===== src/design/hse_cfg.svh =====
/*
  Constants for the hypervisor interface-enable and Group 0 acknowledge
  block: instruction encodings, bit positions, reset values, special IDs.
  Assumes inclusion by bare name from the package and the bench files.
*/
`ifndef HSE_CFG_SVH
`define HSE_CFG_SVH

// ****************************************
// Instruction encodings
// ****************************************
`define HSE_CP_NUM 4'hf
`define HSE_HSRE_OPC1 3'h4
`define HSE_HSRE_OPC2 3'h5
`define HSE_HSRE_CRN 4'hc
`define HSE_HSRE_CRM 4'h9
`define HSE_IAR0_OPC1 3'h0
`define HSE_IAR0_OPC2 3'h0
`define HSE_IAR0_CRN 4'hc
`define HSE_IAR0_CRM 4'h8

// ****************************************
// Enable register layout and reset values
// ****************************************
`define HSE_BIT_ENABLE 3
`define HSE_BIT_IRQ_BYP_DIS 2
`define HSE_BIT_FIQ_BYP_DIS 1
`define HSE_BIT_SELECT 0
`define HSE_RST_ENABLE 1'b0
`define HSE_RST_IRQ_BYP_DIS 1'b0
`define HSE_RST_FIQ_BYP_DIS 1'b0
`define HSE_RST_SELECT 1'b0

// ****************************************
// Identifier field
// ****************************************
`define HSE_ID_BITS 24
`define HSE_ID_SPURIOUS 24'h0003ff
`define HSE_ID_NS_GROUP1 24'h0003fd
`define HSE_ID_S_GROUP1 24'h0003fc

`endif


===== src/design/hse_pkg.sv =====
/*
  Types shared by the interface-enable block: levels, access results and
  the carriers for requests, context, pending interrupt and response.
  Assumes hse_cfg.svh is on the include path.
*/
`include "hse_cfg.svh"

package hse_pkg;

  // Privilege level of the issuing access
  typedef enum logic [1:0] {
    hse_lvl_user,
    hse_lvl_kernel,
    hse_lvl_hyp,
    hse_lvl_mon
  } hse_level_e;

  // Outcome of an access
  typedef enum logic [2:0] {
    hse_res_ok,
    hse_res_undef,
    hse_res_trap_hyp,
    hse_res_trap_mon,
    hse_res_virtual,
    hse_res_nomatch
  } hse_result_e;

  typedef struct packed {
    logic valid;
    logic write;
    logic [3:0] coproc;
    logic [2:0] opc1;
    logic [2:0] opc2;
    logic [3:0] crn;
    logic [3:0] crm;
    logic [31:0] wdata;
    hse_level_e level;
  } hse_req_s;

  typedef struct packed {
    logic nonsecure_state_flag;
    logic hyp_general_trap;
    logic fiq_route_to_hyp;
    logic fiq_route_to_monitor;
    logic hyp_group0_trap_all;
    logic distributor_security_disable;
    logic monitor_impl;
    logic monitor_is_64;
    logic mon_interface_select;
    logic mon_lower_enable;
    logic mon_irq_bypass_disable;
    logic mon_fiq_bypass_disable;
    logic kernel_interface_select;
  } hse_ctx_s;

  typedef struct packed {
    logic valid;
    logic priority_ok;
    logic ackable;
    logic ns_group1;
    logic [23:0] id;
  } hse_pend_s;

  typedef struct packed {
    logic valid;
    hse_result_e result;
    logic [31:0] rdata;
  } hse_rsp_s;

endpackage


===== src/design/hse_top.sv =====
/*
  Hypervisor system-register interface enable and Group 0 acknowledge.
  Assumes the core presents one coprocessor access per cycle, context and
  pending-interrupt inputs from the same clock, and takes one-cycle answers.
*/
`timescale 1ns/1ps


module hse_top
  import hse_pkg::*;
#(
  parameter bit IRQ_BYPASS_SUPPORTED = 1'b1,
  parameter bit FIQ_BYPASS_SUPPORTED = 1'b1,
  parameter bit SYSREG_ONLY = 1'b0,
  parameter bit TRAP_EN_RAO = 1'b0
) (
  // Clock and reset
  input wire logic clk_sys,
  input wire logic srst,
  // Access from the core
  input wire hse_req_s req,
  output hse_rsp_s rsp,
  // Context from the surrounding interface
  input wire hse_ctx_s ctx,
  input wire hse_pend_s pend,
  // Activation towards the priority logic
  output logic act_valid,
  output logic [23:0] act_id,
  // Write-through to the monitor bypass copies
  output logic mon_bypass_wr,
  output logic mon_irq_bypass_wdata,
  output logic mon_fiq_bypass_wdata,
  // Effective controls for the other registers
  output logic hyp_sysreg_path_en,
  output logic kernel_enable_trap_hyp
);

  typedef struct packed {
    hse_rsp_s rsp;
    logic trap_en;
    logic irq_dis;
    logic fiq_dis;
    logic sel;
    logic act_valid;
    logic [23:0] act_id;
    logic mon_wr;
    logic mon_irq_dis;
    logic mon_fiq_dis;
    logic path_en;
    logic kern_trap;
  } hse_state_s;

  hse_state_s state_q;
  hse_state_s state_d;
  logic sel_hsre;
  logic sel_iar0;
  hse_result_e result;
  logic [23:0] ack_id;
  logic ack_real;
  logic [31:0] hsre_rd;
  logic sel_eff;
  logic trap_en_eff;

  // Match of an access against one register encoding
  function automatic logic enc_match(input hse_req_s r,
                                     input logic [2:0] o1,
                                     input logic [2:0] o2,
                                     input logic [3:0] n,
                                     input logic [3:0] m);
    enc_match = r.valid && r.coproc == `HSE_CP_NUM && r.opc1 == o1 &&
                r.opc2 == o2 && r.crn == n && r.crm == m;
  endfunction

  // ****************************************
  // Decode
  // ****************************************
  assign sel_hsre = enc_match(req, `HSE_HSRE_OPC1, `HSE_HSRE_OPC2,
                              `HSE_HSRE_CRN, `HSE_HSRE_CRM);
  assign sel_iar0 = enc_match(req, `HSE_IAR0_OPC1, `HSE_IAR0_OPC2,
                              `HSE_IAR0_CRN, `HSE_IAR0_CRM);

  hse_access_check u_check (
    .sel_hsre(sel_hsre),
    .sel_iar0(sel_iar0),
    .write(req.write),
    .level(req.level),
    .ctx(ctx),
    .hyp_select(sel_eff),
    .result(result)
  );

  hse_ack_select u_ack (
    .pend(pend),
    .ack_id(ack_id),
    .ack_real(ack_real)
  );

  // ****************************************
  // Visible values of the enable register
  // ****************************************
  // Select: forced one in register-only builds, zero under monitor select 0
  always_comb begin
    if (SYSREG_ONLY) begin
      sel_eff = 1'b1;
    end else if (ctx.monitor_impl && !ctx.mon_interface_select) begin
      sel_eff = 1'b0;
    end else begin
      sel_eff = state_q.sel;
    end
    // Trap enable acts as 1 whenever select is 0, but reads as stored
    trap_en_eff = state_q.trap_en || !sel_eff;
    hsre_rd = 32'h0000_0000;
    hsre_rd[`HSE_BIT_SELECT] = sel_eff;
    hsre_rd[`HSE_BIT_ENABLE] = (SYSREG_ONLY && TRAP_EN_RAO) ||
                               state_q.trap_en;
    if (!IRQ_BYPASS_SUPPORTED) begin
      hsre_rd[`HSE_BIT_IRQ_BYP_DIS] = 1'b1;
    end else if (ctx.monitor_impl) begin
      hsre_rd[`HSE_BIT_IRQ_BYP_DIS] = ctx.mon_irq_bypass_disable;
    end else begin
      hsre_rd[`HSE_BIT_IRQ_BYP_DIS] = state_q.irq_dis;
    end
    if (!FIQ_BYPASS_SUPPORTED) begin
      hsre_rd[`HSE_BIT_FIQ_BYP_DIS] = 1'b1;
    end else if (ctx.monitor_impl) begin
      hsre_rd[`HSE_BIT_FIQ_BYP_DIS] = ctx.mon_fiq_bypass_disable;
    end else begin
      hsre_rd[`HSE_BIT_FIQ_BYP_DIS] = state_q.fiq_dis;
    end
  end

  // ****************************************
  // Next state
  // ****************************************
  // Answer and activation share one edge, so the core never sees the
  // answer before activation has reached signalling
  always_comb begin
    state_d = state_q;
    state_d.rsp.valid = req.valid;
    state_d.rsp.result = req.valid ? result : hse_res_nomatch;
    state_d.rsp.rdata = 32'h0000_0000;
    state_d.act_valid = 1'b0;
    state_d.mon_wr = 1'b0;
    if (result == hse_res_ok && sel_hsre && !req.write) begin
      state_d.rsp.rdata = hsre_rd;
    end
    if (result == hse_res_ok && sel_iar0) begin
      state_d.rsp.rdata = {8'h00, ack_id};
      state_d.act_valid = ack_real;
      state_d.act_id = ack_id;
    end
    if (result == hse_res_ok && sel_hsre && req.write) begin
      // Writes to bits 31 to 4 are dropped
      if (!(SYSREG_ONLY && TRAP_EN_RAO)) begin
        state_d.trap_en = req.wdata[`HSE_BIT_ENABLE];
      end
      if (!SYSREG_ONLY &&
          !(ctx.monitor_impl && !ctx.mon_interface_select)) begin
        state_d.sel = req.wdata[`HSE_BIT_SELECT];
      end
      if (ctx.monitor_impl) begin
        // Alias: pass through only when security is disabled
        state_d.mon_wr = ctx.distributor_security_disable;
        state_d.mon_irq_dis = IRQ_BYPASS_SUPPORTED ?
                              req.wdata[`HSE_BIT_IRQ_BYP_DIS] :
                              ctx.mon_irq_bypass_disable;
        state_d.mon_fiq_dis = FIQ_BYPASS_SUPPORTED ?
                              req.wdata[`HSE_BIT_FIQ_BYP_DIS] :
                              ctx.mon_fiq_bypass_disable;
      end else begin
        if (IRQ_BYPASS_SUPPORTED) begin
          state_d.irq_dis = req.wdata[`HSE_BIT_IRQ_BYP_DIS];
        end
        if (FIQ_BYPASS_SUPPORTED) begin
          state_d.fiq_dis = req.wdata[`HSE_BIT_FIQ_BYP_DIS];
        end
      end
    end
    // Published controls lag the stored bits by one edge
    state_d.path_en = sel_eff;
    state_d.kern_trap = ctx.nonsecure_state_flag && !trap_en_eff;
  end

  // ****************************************
  // State register
  // ****************************************
  always_ff @(posedge clk_sys) begin
    if (srst) begin
      state_q <= '0;
      state_q.rsp.result <= hse_res_nomatch;
      state_q.trap_en <= `HSE_RST_ENABLE;
      state_q.irq_dis <= `HSE_RST_IRQ_BYP_DIS;
      state_q.fiq_dis <= `HSE_RST_FIQ_BYP_DIS;
      state_q.sel <= `HSE_RST_SELECT;
    end else begin
      state_q <= state_d;
    end
  end

  assign rsp = state_q.rsp;
  assign act_valid = state_q.act_valid;
  assign act_id = state_q.act_id;
  assign mon_bypass_wr = state_q.mon_wr;
  assign mon_irq_bypass_wdata = state_q.mon_irq_dis;
  assign mon_fiq_bypass_wdata = state_q.mon_fiq_dis;
  assign hyp_sysreg_path_en = state_q.path_en;
  assign kernel_enable_trap_hyp = state_q.kern_trap;

  // ****************************************
  // Checks
  // ****************************************
  // Each check except AST_ACT_WITH_ANSWER looks one edge past its trigger, where the answer or the published control stands
  AST_ACT_WITH_ANSWER: assert property (
    @(posedge clk_sys) disable iff (srst)
    act_valid |-> rsp.valid && rsp.result == hse_res_ok &&
    rsp.rdata[23:0] == act_id)
    else $error("activation without matching acknowledge answer");

  AST_ANSWER_NEXT: assert property (
    @(posedge clk_sys) disable iff (srst)
    req.valid |=> rsp.valid)
    else $error("access left without an answer");

  AST_IAR0_TOP_ZERO: assert property (
    @(posedge clk_sys) disable iff (srst)
    sel_iar0 && !req.write ##1 rsp.valid |-> rsp.rdata[31:24] == 8'h00)
    else $error("acknowledge top byte not zero");

  AST_HSRE_RSV_ZERO: assert property (
    @(posedge clk_sys) disable iff (srst)
    sel_hsre |=> rsp.rdata[31:4] == 28'h0)
    else $error("enable register reserved bits not zero");

  AST_SPECIAL_ID: assert property (
    @(posedge clk_sys) disable iff (srst)
    sel_iar0 && result == hse_res_ok && !pend.priority_ok |=>
    rsp.rdata[23:0] == `HSE_ID_SPURIOUS && !act_valid)
    else $error("unsignalable interrupt acknowledged");

  AST_TRAP_EN_FORCED: assert property (
    @(posedge clk_sys) disable iff (srst)
    !sel_eff && ctx.nonsecure_state_flag |=> !kernel_enable_trap_hyp)
    else $error("trap enable not treated as one while select is 0");

  // Watches the published control, not the combinational select
  AST_SEL_RAZ: assert property (
    @(posedge clk_sys) disable iff (srst)
    ctx.monitor_impl && !ctx.mon_interface_select && !SYSREG_ONLY
    |=> !hyp_sysreg_path_en)
    else $error("select readable while monitor select is 0");

  AST_KERNEL_HSRE_UNDEF: assert property (
    @(posedge clk_sys) disable iff (srst)
    sel_hsre && req.level inside {hse_lvl_user, hse_lvl_kernel} |=>
    rsp.valid && rsp.result == hse_res_undef)
    else $error("low-level enable register access not undefined");

  AST_TALL0_TRAP: assert property (
    @(posedge clk_sys) disable iff (srst)
    sel_iar0 && !req.write && req.level == hse_lvl_kernel &&
    ctx.kernel_interface_select && ctx.nonsecure_state_flag &&
    !ctx.hyp_general_trap && ctx.hyp_group0_trap_all
    |=> rsp.result == hse_res_trap_hyp && !act_valid)
    else $error("trap-all did not trap kernel acknowledge");

  AST_ALIAS_RO: assert property (
    @(posedge clk_sys) disable iff (srst)
    sel_hsre && req.write && !ctx.distributor_security_disable
    |=> !mon_bypass_wr)
    else $error("bypass alias written while read-only");

  AST_ALIAS_WRITE: assert property (
    @(posedge clk_sys) disable iff (srst)
    sel_hsre && req.write && result == hse_res_ok && ctx.monitor_impl &&
    ctx.distributor_security_disable |=> mon_bypass_wr)
    else $error("bypass alias not written through");

  AST_HYP_SEL_UNDEF: assert property (
    @(posedge clk_sys) disable iff (srst)
    sel_iar0 && req.level == hse_lvl_hyp && !sel_eff
    |=> rsp.result == hse_res_undef && !act_valid)
    else $error("hypervisor acknowledge allowed with select 0");

endmodule // hse_top


===== src/design/hse_access_check.sv =====
/*
  Combinational access decision for the two registers: undefined, trap,
  redirect to the virtual register, or plain access.
  Assumes a decoded register select and level-context from the same clock.
*/
`timescale 1ns/1ps

module hse_access_check
  import hse_pkg::*;
(
  // Decoded access
  input wire logic sel_hsre,
  input wire logic sel_iar0,
  input wire logic write,
  input wire hse_level_e level,
  // Context
  input wire hse_ctx_s ctx,
  input wire logic hyp_select,
  // Decision
  output hse_result_e result
);

  logic ns;
  logic mon64_fiq;

  // ****************************************
  // Decision tree, highest priority first
  // ****************************************
  always_comb begin
    ns = ctx.nonsecure_state_flag;
    mon64_fiq = ctx.monitor_impl && ctx.monitor_is_64 &&
                ctx.fiq_route_to_monitor;
    result = hse_res_nomatch;
    if (sel_hsre) begin
      result = hse_res_ok;
      // Only hypervisor and monitor levels, non-secure only
      if (!ns || level == hse_lvl_user || level == hse_lvl_kernel) begin
        result = hse_res_undef;
      end else if (level == hse_lvl_hyp && ctx.monitor_impl &&
                   !ctx.mon_lower_enable) begin
        result = ctx.monitor_is_64 ? hse_res_trap_mon
                                   : hse_res_undef;
      end
    end else if (sel_iar0) begin
      result = hse_res_ok;
      if (write || level == hse_lvl_user) begin
        result = hse_res_undef;
      end else if (level == hse_lvl_kernel) begin
        if (!ctx.kernel_interface_select) begin
          result = hse_res_undef;
        end else if (ns && ctx.hyp_general_trap) begin
          result = hse_res_undef;
        end else if (ns && ctx.hyp_group0_trap_all) begin
          result = hse_res_trap_hyp;
        end else if (mon64_fiq && !(ns && ctx.fiq_route_to_hyp)) begin
          result = hse_res_trap_mon;
        end else if (ns && ctx.fiq_route_to_hyp) begin
          result = hse_res_virtual;
        end
      end else if (level == hse_lvl_hyp) begin
        if (!hyp_select) begin
          result = hse_res_undef;
        end else if (mon64_fiq) begin
          result = hse_res_trap_mon;
        end
      end else if (!ctx.mon_interface_select) begin
        result = hse_res_undef;
      end
    end
  end

endmodule // hse_access_check


===== src/design/hse_ack_select.sv =====
/*
  Combinational choice of the identifier an acknowledge read returns:
  the pending one, or a special identifier giving the reason.
  Assumes the pending interrupt comes from priority logic on the same clock.
*/
`timescale 1ns/1ps

module hse_ack_select
  import hse_pkg::*;
(
  // Pending interrupt
  input wire hse_pend_s pend,
  // Chosen identifier and whether it is a real interrupt
  output logic [23:0] ack_id,
  output logic ack_real
);

  // Narrow builds clear the top byte of the field
  function automatic logic [23:0] trim_id(input logic [23:0] id);
    trim_id = id;
    if (`HSE_ID_BITS == 16) begin
      trim_id[23:16] = 8'h00;
    end
  endfunction

  // ****************************************
  // Selection
  // ****************************************
  always_comb begin
    ack_real = 1'b0;
    if (!pend.valid || !pend.priority_ok) begin
      ack_id = `HSE_ID_SPURIOUS;
    end else if (!pend.ackable) begin
      ack_id = pend.ns_group1 ? `HSE_ID_NS_GROUP1
                              : `HSE_ID_S_GROUP1;
    end else begin
      ack_id = trim_id(pend.id);
      ack_real = 1'b1;
    end
  end

endmodule // hse_ack_select


===== config.mk =====
export PLATFORM = sky130hd
export DESIGN_NAME = hse_top
export DESIGN_NICKNAME = d
export VERILOG_FILES = /design/src/design/hse_pkg.sv /design/src/design/hse_top.sv /design/src/design/hse_access_check.sv /design/src/design/hse_ack_select.sv
export VERILOG_INCLUDE_DIRS = /design/src /design/src/design
export SDC_FILE = /design/constraint.sdc
export NUM_CORES = 1
export LEC_CHECK = 0
export ABC_AREA = 1
export BUFFER_PORTS_ARGS = -buffer_cell sky130_fd_sc_hd__buf_2
export CELL_PAD_IN_SITES_DETAIL_PLACEMENT = 0
export CELL_PAD_IN_SITES_GLOBAL_PLACEMENT = 1
export CORE_MARGIN = 2
export CORE_UTILIZATION = 30
export DETAILED_ROUTE_END_ITERATION = 10
export GPL_TIMING_DRIVEN = 0
export PLACE_DENSITY = 0.84
export SLEW_MARGIN = 20
export SYNTH_ARGS = -nofsm -noshare
export SYNTH_HDL_FRONTEND = slang
export SYNTH_SLANG_ARGS = --single-unit
export TNS_END_PERCENT = 5

===== constraint.sdc =====
create_clock -name clk_sys -period 1.73 [get_ports clk_sys]
set_input_delay 0.2595 -clock clk_sys [delete_from_list [all_inputs] [get_ports clk_sys]]
set_output_delay 0.2595 -clock clk_sys [all_outputs]
set_load 0.02 [all_outputs]

# Word-level counts from Yosys, hierarchy flattened
# Index checks and enable logic that the tools add are counted.
# classes
n_reduce_logical,48
mux,25
eq_ne,8
bitwise_logic,5
# ops
operator,count
$mux 24,3
$mux 3,13
$logic_and 1x1->1,23
$eq 4x4->1 const B,4
$logic_not 1->1,9
$logic_not 3->1,3
$eq 3x3->1 const B,2
$mux 1,6
$reduce_and 2->1,3
$reduce_or 3->1,2
$logic_or 1x1->1,5
$not 1->1,5
$mux 2,2
$mux 4,1
$reduce_or 2->1,2
$eq 2x1->1 const B,1
$eq 2x2->1 const B,1
$logic_not 2->1,1
# word_totals
input_bits,97
elab_cells,101
register_bits,70

# Logic depth before layout (Yosys ltp)
# Gate-level depths: netlist (run 1).
# logic_depth
depth_word,16
ltp_mapped,15
ltp_nobuf,13

# Hierarchy
# From an unflattened synthesis (run 1), not the netlist that was laid out.
# hier_totals
cells_unflattened,422
hier_area_um2,3000.4
# modules_own_cells
module,cells_each,n_inst,area_per_inst_um2
hse_top,323,1,2563.7
hse_ack_select,56,1,247.7
hse_access_check,43,1,188.9

# Worst setup path after synthesis (run 1)
# OpenSTA, ideal clock, no wires.
# synth_timing
path_kind,input-to-reg
start,input req[38] (netlist bit)
end,register state_q (netlist bit act_id[10])
stages,14
t_arrival_ns,1.435
setup_slack_ns,0.236
n_path_buf,1
path_cell_list,inv_1 nand2_1 nor2_1 nand3_1 inv_1 nand2_1 inv_2 nand3_4 nand2_2 nand3_4 nor2_4 buf_6 nand3_2 nand2_1
# synth_via
elab_chain_cells,7
# synth_rtl
element,line_no,rtl
from (decl),hse_top.sv:21,"input wire hse_req_s req,"
$eq 4x4->1 (*),hse_top.sv:71,r.opc2 == o2 && r.crn == n && r.crm == m;
$logic_and 1x1->1 (2 in a row),hse_top.sv:70,enc_match = r.valid && r.coproc == `HSE_CP_NUM && r.opc1 == o1 &&
$mux 3,hse_access_check.sv:44,end else if (sel_iar0) begin
$mux 3,hse_access_check.sv:34,if (sel_hsre) begin
$logic_not 3->1,hse_top.sv:147,if (result == hse_res_ok && sel_iar0) begin
$logic_and 1x1->1 (*),hse_top.sv:147,
to (signal assigned),hse_top.sv:196,state_q <= state_d;
to (decl),hse_top.sv:53,hse_state_s state_q;
# Every way passes the cells marked *; elsewhere a longest branch is shown, timed or not.
# A chain may end at the register's enable or synchronous reset.

# Worst setup path after layout (run 1)
# layout_timing
start,register state_q[30] (netlist bit)
end,register state_q (netlist bit act_id[21])
# layout_via
elab_chain_cells,9
# layout_rtl
element,line_no,rtl
$mux 1,hse_top.sv:105,end else if (ctx.monitor_impl && !ctx.mon_interface_select) begin
$mux 3,hse_access_check.sv:61,if (!hyp_select) begin
$mux 3,hse_access_check.sv:60,end else if (level == hse_lvl_hyp) begin
$mux 3,hse_access_check.sv:48,end else if (level == hse_lvl_kernel) begin
$mux 3,hse_access_check.sv:46,if (write || level == hse_lvl_user) begin
$mux 3,hse_access_check.sv:44,
$mux 3,hse_access_check.sv:34,
$logic_not 3->1,hse_top.sv:147,
$logic_and 1x1->1,hse_top.sv:147,
# No other way between the ends.

==> qor.csv, run 1 <==
stage,metric,value,unit
logic_synthesis,sequential-to-total area share from yosys stat,42.5,%
worst_setup_path,CP Data Required Time,2010,ps
layout,Filler cells,1019,
worst_setup_path,critical path class,reg -> reg,
logic_synthesis,Post-Syn Area per Cell,7.74,um2
sta,Final setup viols,0,
power,Leakage,2.37,nW
logic_synthesis,"Warnings, synthesis",0,
layout,ANT cells,0,
clock_network,total CTS buffers,9,
placed_design,Final HPWL DP,5610,um
logic_synthesis,dominant cell type by area after synthesis,dfxtp_1,
worst_hold_path,class of the worst hold path,in -> reg,
routing,final antenna-violating net count,0,
power,pwr dens,759,nW/um2
routing,Initial DRC Count,51,
layout,ratio of cells with drive above 1 in the final layout,44.2,%
placed_design,GP Congestion,0.818,
clock_network,clock-pin transition on the worst setup and hold timing paths,70,ps
worst_hold_path,Hold Path Sink,rsp[7],
sta,TNS Setup,0,ps
logic_synthesis,Yosys top cell area share,42.5,%
worst_setup_path,worst path arrival time,1880,ps
power,Max rail drop VDD,0.414,mV
worst_setup_path,worst reg2reg setup slack,130,ps
global_route,vias in the first global route,2384,
worst_setup_path,critical path peak fanout,10,
sta,period utilisation layout,92.5,%
clock_network,worst-skew pair later-pin latency,340,ps
layout,final core utilization,42.8,%
routing,routed vias,2690,
global_route,global route overflow,0,
clock_network,cts hold-fix bufs,0,
worst_setup_path,RR Startpoint,state_q[30],
routing,WL final,6990,um
worst_hold_path,Min-Delay Path Depth,3,
clock_network,CTS H-Tree Depth,3,
layout,Area growth syn-to-layout,36.8,%
sta,Max Slew Vio Count,0,
global_route,largest net degree at the start of global routing,13,
run,Max Cap Viol,0,
floorplanning,I/O Pins,163,
floorplanning,Initial Util,31.3,%
worst_setup_path,crit path launch type,flop,
sta,Final min period,1600,ps
sta,Final Hold Viols,0,
logic_synthesis,Post-Synthesis Cells,377,
floorplanning,total core area,9330,um2
routing,# DRC,0,
routing,post-DR wirelength/cell,10.6,um
routing,vias per inst,4.08,
floorplanning,Std-Cell Rows,35,
routing,DR pass1 iterations,5,
worst_setup_path,Worst Setup End Kind,flop,
logic_synthesis,mapped cell area,2920,um2
global_route,Total Routing Usage GR,13.3,%
clock_network,CTS max path bufs,2,
clock_network,CTS root buffer,clkbuf_8,
sta,RSZ-0062 raised after global routing,true,
sta,Worst Skew,4.66,ps
layout,nets,622,
logic_synthesis,synthesis-stage register bit count,62,
global_route,first-pass GRT wire length,10800,um
worst_setup_path,Critical R2R Capture,act_id[21],
worst_setup_path,worst-case reg-to-reg path depth,11,
logic_synthesis,synth top area cells,"dfxtp_1 (43%), buf_4 (16%), nand2_1 (9.1%)",
floorplanning,Die ar.,10500,um2
floorplanning,die width,103,um
worst_hold_path,hold path startpoint,pend[7],
global_route,initial antenna violation count,0,
sta,Max Fclk,625,MHz
status,outcome,"complete, no violations",
logic_synthesis,Synth cell types,29,
clock_network,Num Clock Sinks,62,
floorplanning,Die Y,103,um
clock_network,CTS tree,yes,
placed_design,PortBufs,125,
## placed cells by master (no fill, tap or decap), types with 2 or more instances in the layout
cell	netlist	routed
clkbuf_1	3	3
nand3_2	5	5
clkinvlp_4	0	3
inv_1	48	48
inv_2	3	3
o21ai_2	5	5
dfxtp_1	62	62
bufinv_16	0	2
nor3b_1	2	2
a21oi_1	6	6
conb_1	1	8
or2_2	2	2
nand2_1	71	71
nor2_4	2	2
o21ai_0	9	9
nand3_4	2	2
buf_4	62	67
nand4_1	10	10
buf_2	1	126
nor2_1	27	27
nor3_1	7	7
nand3_1	39	39
clkbuf_8	0	9
## area by class of cell
class	instances	area (um2)	area share, %
buffer	69	512	12.8
timing repair buffer	130	663	16.6
sequential	62	1240	31.1
tap	129	161	4.04
clock buffer	9	124	3.10
inverter	52	195	4.89
multi-input combinational	201	1000	25.0
clock inverter	7	96.3	2.41
## layer usage
layer	routed length [um]	global-route usage, %
met1	3020	15.2
met2	3190	22.5
met3	679	4.95
met4	100	5.23
met5	0	0
## worst max-delay path by stage
stage	startpoint	endpoint	slack [ps]	cells past startpoint
2_1_floorplan	req[38]	act_id[10]	240	14
3_3_place_gp	req[46]	act_id[12]	-130	12
3_5_place_dp	req[38]	act_id[14]	-160	12
4_1_cts	state_q[30]	act_id[15]	70	11
5_1_grt	state_q[30]	act_id[15]	-20	11
6_report	state_q[30]	act_id[21]	130	11
## registers in the layout, summed over array words and instances (netlist names)
signal                  flops
act_id                     24
act_valid                   1
hsre_rd                     1
hyp_sysreg_path_en          1
kernel_enable_trap_hyp      1
mon_bypass_wr               1
mon_fiq_bypass_wdata        1
mon_irq_bypass_wdata        1
rsp                        28
state_q                     3
## through the flow
step / cells / total power, mW / setup slack [ps] / hold slack [ps] / area, um2
CTS: 654 / 3.08 / 71.8 / 113 / 3950
floorplan: 384 / 1.56 / 236 / 371 / 2940
global placement: 638 / 1.67 / -133 / 456 / 3730
finish: 659 / 3.03 / 130 / 130 / 3990
global route: 659 / 3.17 / -17.5 / 122 / 3990
detailed placement: 638 / 1.67 / -157 / 459 / 3730
## critical path: stages (launching register included)
cell	delay [ps]
dfxtp_1	310
inv_1	50
a21oi_2	140
nand3_1	90
nand2_1	70
nand4_1	100
nand2_2	140
nand3_4	120
nor2_4	180
buf_6	160
nand3_1	90
nand2_1	80
## repair_timing
| item | 4_1_cts | 5_1_grt |
|---|---|---|
| buffers inserted | 0 | 5 |
| endpoints found under the setup margin | 0 | 39 |
| gates resized for setup | 0 | 1 |
## cells in the mapped netlist, drive strengths merged
| cell | instances |
|---|---|
| a21boi | 1 |
| a21oi | 7 |
| buf | 66 |
| clkbuf | 3 |
| clkinv | 1 |
| conb | 1 |
| dfxtp | 62 |
| inv | 51 |
| nand2 | 72 |
| nand3 | 46 |
| nand3b | 1 |
| nand4 | 10 |
| nor2 | 30 |
| nor3 | 7 |
| nor3b | 2 |
| o21ai | 14 |
| o21bai | 1 |
| or2 | 2 |
## logic make-up after synthesis
group,share of synthesized area [%]
other,0.129
buffers and inverters,24.1
AND/OR/NAND/NOR,28.0
flip-flops,42.5
AO/OA/AOI/OAI,5.27
## report_power, final
part | internal, mW | switching [mW] | leakage [nW]
registers | 1.43 | 0.000249 | 0.499
clock network | 0.812 | 0.580 | 0.102
logic | 0.0907 | 0.121 | 1.77
total | 2.33 | 0.701 | 2.37
Note: power is estimated with default switching activity, not from simulation.
==> run 2, diff against run 1 <==
--- a/config.mk
+++ b/config.mk
@@ -11,10 +11,11 @@
 export CELL_PAD_IN_SITES_DETAIL_PLACEMENT = 0
 export CELL_PAD_IN_SITES_GLOBAL_PLACEMENT = 1
 export CORE_MARGIN = 2
-export CORE_UTILIZATION = 30
+export CORE_UTILIZATION = 31
+export CTS_BUF_LIST = sky130_fd_sc_hd__clkbuf_8
 export DETAILED_ROUTE_END_ITERATION = 10
 export GPL_TIMING_DRIVEN = 0
-export PLACE_DENSITY = 0.84
+export PLACE_DENSITY = 0.87
 export SLEW_MARGIN = 20
 export SYNTH_ARGS = -nofsm -noshare
 export SYNTH_HDL_FRONTEND = slang
==> qor.csv, run 2 (same netlist as run 1, synthesis figures left out) <==
stage,metric,value,unit,change
worst_hold_path,class of the worst hold path,in -> reg,,unchanged
layout,nets,621,,was 622
clock_network,worst-skew pair later-pin latency,330,ps,was 340 ps
sta,Slew @ Worst Pin,509,ps,
global_route,first-pass GRT wire length,10900,um,was 10800 um
sta,Final min period,1590,ps,was 1600 ps
worst_setup_path,worst path arrival time,1860,ps,was 1880 ps
global_route,Total Routing Usage GR,13.7,%,was 13.3%
layout,most frequent cells in the layout,"buf_2 (126), nand2_1 (71), buf_4 (66), dfxtp_1 (62), inv_1 (49)",,"was buf_2 (126), nand2_1 (71), buf_4 (67), dfxtp_1 (62), inv_1 (48)"
sta,Worst Skew,7.32,ps,was 4.66 ps
clock_network,Num Clock Sinks,62,,unchanged
layout,ratio of cells with drive above 1 in the final layout,43.8,%,was 44.2%
routing,final antenna-violating net count,0,,unchanged
sta,RSZ-0062 raised after global routing,true,,unchanged
global_route,global route overflow,0,,unchanged
clock_network,CTS root buffer,clkbuf_8,,unchanged
floorplanning,total core area,9200,um2,was 9330 um2
sta,TNS Setup,0,ps,unchanged
sta,Worst Slack Setup Final,140,ps,was 130 ps
routing,Initial DRC Count,67,,was 51
sta,Final Hold Viols,0,,unchanged
global_route,initial antenna violation count,0,,unchanged
floorplanning,Std-Cell Rows,35,,unchanged
sta,Max Slew Vio Count,0,,unchanged
clock_network,clock-pin transition on the worst setup and hold timing paths,70,ps,about the same
placed_design,PortBufs,125,,unchanged
routing,routed vias,2671,,was 2690
status,outcome,"complete, no violations",,unchanged
worst_setup_path,critical path peak fanout,10,,unchanged
floorplanning,Initial Util,31.7,%,was 31.3%
routing,post-DR wirelength/cell,11.0,um,was 10.6 um
floorplanning,I/O Pins,163,,unchanged
sta,slew margin rel.,66.1,%,
sta,Final setup viols,0,,unchanged
sta,Max Fclk,629,MHz,was 625 MHz
sta,period utilisation layout,91.9,%,was 92.5%
power,Max rail drop VDD,0.276,mV,was 0.414 mV
worst_setup_path,CP Data Required Time,2000,ps,was 2010 ps
global_route,gr busiest metal,met2,,unchanged
routing,DR pass1 iterations,6,,was 5
layout,ANT cells,0,,unchanged
global_route,Global Route met1 Usage,15.8,%,was 15.2%
clock_network,CTS tree,yes,,unchanged
floorplanning,Die Y,101,um,was 103 um
routing,vias per inst,4.18,,was 4.08
worst_setup_path,cell breakdown of the critical path,inv_1 -> a21oi_2 -> nand3_1 -> nand2_1 -> nand4_1 -> nand2_2 -> nand3_4 -> nor2_4 -> buf_6 -> nand3_1 -> nand2_1,,unchanged
layout,Biggest register,rsp,,unchanged
worst_setup_path,Crit path largest cell delay,310,ps,about the same
floorplanning,die width,101,um,was 103 um
power,Leakage,2.36,nW,was 2.37 nW
placed_design,pre-CTS WS,-167,ps,was -157 ps
run,Max Cap Viol,0,,unchanged
placed_design,GP Congestion,0.820,,was 0.818
worst_setup_path,critical path class,reg -> reg,,unchanged
floorplanning,Die ar.,10200,um2,was 10500 um2
global_route,GR met3 Demand/Resource,5.89,%,was 4.95%
layout,Largest register FFs,28,,unchanged
global_route,largest net degree at the start of global routing,11,,was 13
layout,"leading cell type in the layout, fill and taps excluded",buf_2,,unchanged
clock_network,CTS max path bufs,2,,unchanged
worst_setup_path,crit path launch type,flop,,unchanged
clock_network,total CTS buffers,9,,unchanged
worst_setup_path,CP max stage cell,dfxtp_1,,unchanged
routing,WL final,7010,um,was 6990 um
worst_setup_path,Worst Setup End Kind,flop,,unchanged
clock_network,CTS H-Tree Depth,3,,unchanged
global_route,vias in the first global route,2456,,was 2384
power,pwr dens,731,nW/um2,was 759 nW/um2
routing,# DRC,0,,unchanged
layout,Area growth syn-to-layout,34.6,%,was 36.8%
placed_design,Final HPWL DP,5670,um,was 5610 um
global_route,M2 GR Usage,23.0,%,was 22.5%
[run 2: cell count changes in the layout (fill, tap and decap cells not counted), sizes merged]
cell / delta
buf: -1
bufinv: -1
clkinvlp: -2
clkbuf: +1
clkinv: +1
[run 2: path summary, 6_finish.rpt]
kind	start	to	slack, ps	cells after the start
setup / recovery	state_q[30]	act_id[22]	140	11
hold / removal	pend[6]	rsp[6]	140	3
setup reg to reg	state_q[30]	act_id[22]	140	11
hold reg to reg	act_id[1]	act_id[1]	470	2
[run 2: stage by stage]
stage | power, mW | hold slack (ps) | area, um2 | util [%] | instances
after global routing | 3.01 | 122 | 3930 | 42.7 | 639
after CTS | 2.91 | 121 | 3900 | 42.4 | 635
after global placement | 1.67 | 454 | 3710 | 40.3 | 620
after floorplan | 1.56 | 371 | 2940 | - | 384
after detailed placement | 1.67 | 457 | 3710 | 40.3 | 620
final | 2.87 | 139 | 3930 | 42.7 | 639
[run 2: routing by layer]
metal	up-vias	wire, um
met3	9	684
met5	-	0
met2	103	3240
met4	0	98
li1	1410	-
met1	1149	2990
[run 2: what timing repair did]
| action | in CTS | in global routing |
|---|---|---|
| setup endpoints to repair | 0 | 39 |
| hold buffers | 0 | 0 |
| gates resized for setup | 0 | 0 |
| buffers inserted | 0 | 4 |
[run 2: final cells by class]
| cell class | instances | area [um2] |
|---|---|---|
| flip-flops and latches | 62 | 1240 |
| inverters | 52 | 195 |
| clock inverters | 5 | 51.3 |
| well taps | 111 | 139 |
| repair buffers | 129 | 656 |
| multi-input cells | 201 | 1000 |
| clock buffers | 10 | 138 |
| fillers | 941 | 5270 |
| plain buffers | 69 | 508 |
[run 2: worst max-delay path, delay by kind of cell (launching register included)]
| family | cells | cell delay [ps] |
|---|---|---|
| AND/OR/NAND/NOR | 8 | 870 |
| flip-flops | 1 | 310 |
| buffers and inverters | 2 | 200 |
| AO/OA/AOI/OAI | 1 | 140 |
[run 2: power by group]
part           switching [mW]  internal [mW]
registers            0.000315           1.43
logic                   0.122         0.0908
clock network           0.541          0.686
==> run 3, diff against run 2 <==
--- a/config.mk
+++ b/config.mk
@@ -16,6 +16,7 @@
 export DETAILED_ROUTE_END_ITERATION = 10
 export GPL_TIMING_DRIVEN = 0
 export PLACE_DENSITY = 0.87
+export RECOVER_POWER = 50
 export SLEW_MARGIN = 20
 export SYNTH_ARGS = -nofsm -noshare
 export SYNTH_HDL_FRONTEND = slang
==> qor.csv, run 3 (same netlist as run 1, synthesis figures left out) <==
stage,metric,value,unit,change
status,outcome,"complete, no violations",,unchanged
layout,ANT cells,0,,unchanged
worst_setup_path,worst path arrival time,1860,ps,about the same
sta,Worst Slack Setup Final,143,ps,was 140 ps
sta,slew margin rel.,65.9,%,was 66.1%
layout,Biggest register,rsp,,unchanged
routing,DR pass1 iterations,6,,unchanged
floorplanning,total core area,9200,um2,unchanged
placed_design,GP Congestion,0.820,,unchanged
worst_setup_path,CP max stage cell,dfxtp_1,,unchanged
sta,Final Hold Viols,0,,unchanged
clock_network,clock-pin transition on the worst setup and hold timing paths,70,ps,about the same
floorplanning,die width,101,um,unchanged
routing,post-DR wirelength/cell,11.0,um,about the same
clock_network,CTS tree,yes,,unchanged
power,Tot Pwr,2.87,mW,about the same
floorplanning,I/O Pins,163,,unchanged
sta,Slew @ Worst Pin,511,ps,was 509 ps
sta,Final min period,1590,ps,about the same
global_route,global route overflow,0,,unchanged
routing,final antenna-violating net count,0,,unchanged
routing,routed vias,2671,,unchanged
layout,nets,621,,unchanged
clock_network,CTS H-Tree Depth,3,,unchanged
clock_network,cts hold-fix bufs,0,,unchanged
sta,Worst Skew,7.32,ps,unchanged
worst_setup_path,cell breakdown of the critical path,inv_1 -> a21oi_2 -> nand3_1 -> nand2_1 -> nand4_1 -> nand2_2 -> nand3_4 -> nor2_4 -> buf_6 -> nand3_1 -> nand2_1,,unchanged
worst_setup_path,Worst Setup End Kind,flop,,unchanged
clock_network,total CTS buffers,9,,unchanged
floorplanning,Initial Util,31.7,%,unchanged
sta,Max Fclk,630,MHz,was 629 MHz
power,Max rail drop VDD,0.274,mV,was 0.276 mV
routing,vias per inst,4.18,,unchanged
worst_setup_path,critical path peak fanout,10,,unchanged
routing,WL final,7020,um,was 7010 um
placed_design,PortBufs,125,,unchanged
worst_setup_path,CP Data Required Time,2000,ps,about the same
placed_design,Final HPWL DP,5670,um,unchanged
power,combinational share of power,7.4,%,about the same
worst_setup_path,crit path launch type,flop,,unchanged
clock_network,CTS max path bufs,2,,unchanged
global_route,Total Routing Usage GR,13.7,%,unchanged
layout,final core utilization,42.6,%,was 42.7%
worst_setup_path,Crit path largest cell delay,310,ps,about the same
global_route,largest net degree at the start of global routing,11,,unchanged
global_route,vias in the first global route,2456,,unchanged
sta,TNS Setup,0,ps,unchanged
routing,met2 WL,3230,um,was 3240 um
layout,ratio of cells with drive above 1 in the final layout,42.4,%,was 43.8%
worst_setup_path,critical path class,reg -> reg,,unchanged
power,P_sw,665,uW,was 664 uW
power,pwr dens,732,nW/um2,was 731 nW/um2
layout,most frequent cells in the layout,"buf_2 (119), nand2_1 (71), buf_4 (66), dfxtp_1 (62), inv_1 (49)",,"was buf_2 (126), nand2_1 (71), buf_4 (66), dfxtp_1 (62), inv_1 (49)"
power,Sw Ratio,23.2,%,was 23.1%
global_route,first-pass GRT wire length,10900,um,unchanged
routing,Initial DRC Count,69,,was 67
clock_network,CTS root buffer,clkbuf_8,,unchanged
run,Max Cap Viol,0,,unchanged
layout,"leading cell type in the layout, fill and taps excluded",buf_2,,unchanged
sta,Max Slew Vio Count,0,,unchanged
routing,top routing layer in use,met4,,unchanged
global_route,initial antenna violation count,0,,unchanged
worst_hold_path,class of the worst hold path,in -> reg,,unchanged
routing,metal3 WL,684,um,unchanged
clock_network,worst-skew pair later-pin latency,330,ps,about the same
floorplanning,Die ar.,10200,um2,unchanged
floorplanning,Std-Cell Rows,35,,unchanged
sta,Final setup viols,0,,unchanged
sta,period utilisation layout,91.7,%,was 91.9%
layout,Area growth syn-to-layout,34.3,%,was 34.6%
sta,RSZ-0062 raised after global routing,true,,unchanged
clock_network,Num Clock Sinks,62,,unchanged
power,Reg power frac,49.8,%,about the same
routing,# DRC,0,,unchanged
floorplanning,Die Y,101,um,unchanged
layout,Largest register FFs,28,,unchanged
power,P_int,2.20,mW,about the same
power,Clk network pwr share,42.8,%,about the same
placed_design,pre-CTS WS,-167,ps,unchanged
routing,wl on met1,3010,um,was 2990 um
power,Leakage,2.33,nW,was 2.36 nW
-- run 3: final cells by class --
cell class	count	area, um2
repair buffers	129	647
clock buffers	10	138
inverters	52	195
clock inverters	5	51.3
well taps	111	139
flip-flops and latches	62	1240
plain buffers	69	508
multi-input cells	201	1000
fillers	947	5280
-- run 3: per-stage QoR --
step | instances | hold WS, ps | cell area (um2)
after floorplan | 384 | 371 | 2940
after global placement | 620 | 454 | 3710
after detailed placement | 620 | 457 | 3710
after CTS | 635 | 121 | 3900
after global routing | 639 | 122 | 3920
final | 639 | 140 | 3920
-- run 3: what timing repair did --
item | CTS | global route
resized for setup | 0 | 0
buffers inserted | 0 | 4
endpoints found under the setup margin | 0 | 39
-- run 3: critical path, delay by kind of cell (launching register included) --
kind / cells / cell delay [ps]
and+or+nand+nor: 8 / 870
DFF: 1 / 310
buffers and inverters: 2 / 200
AOI/OAI and AO/OA: 1 / 140
-- run 3: worst paths after layout --
path / slack (ps) / endpoint / cells past startpoint / startpoint
setup / recovery: 140 / act_id[22] / 11 / state_q[30]
hold / removal: 140 / rsp[6] / 3 / pend[6]
setup reg to reg: 140 / act_id[22] / 11 / state_q[30]
hold reg to reg: 470 / act_id[1] / 2 / act_id[1]
-- run 3: power groups by stage --
stage / Clock, mW / Combinational, mW / Sequential, mW
5_1_grt: 1.34 / 0.240 / 1.43
6_report: 1.23 / 0.213 / 1.43
3_3_place_gp: 0 / 0.211 / 1.46
4_1_cts: 1.26 / 0.214 / 1.43
3_5_place_dp: 0 / 0.213 / 1.46
2_1_floorplan: 0 / 0.102 / 1.46
-- run 3: metal layers --
metal	vias up	global-route usage (%)
met5	-	0
met1	1149	15.8
met4	0	4.68
met3	9	5.89
met2	103	23.0
li1	1410	-
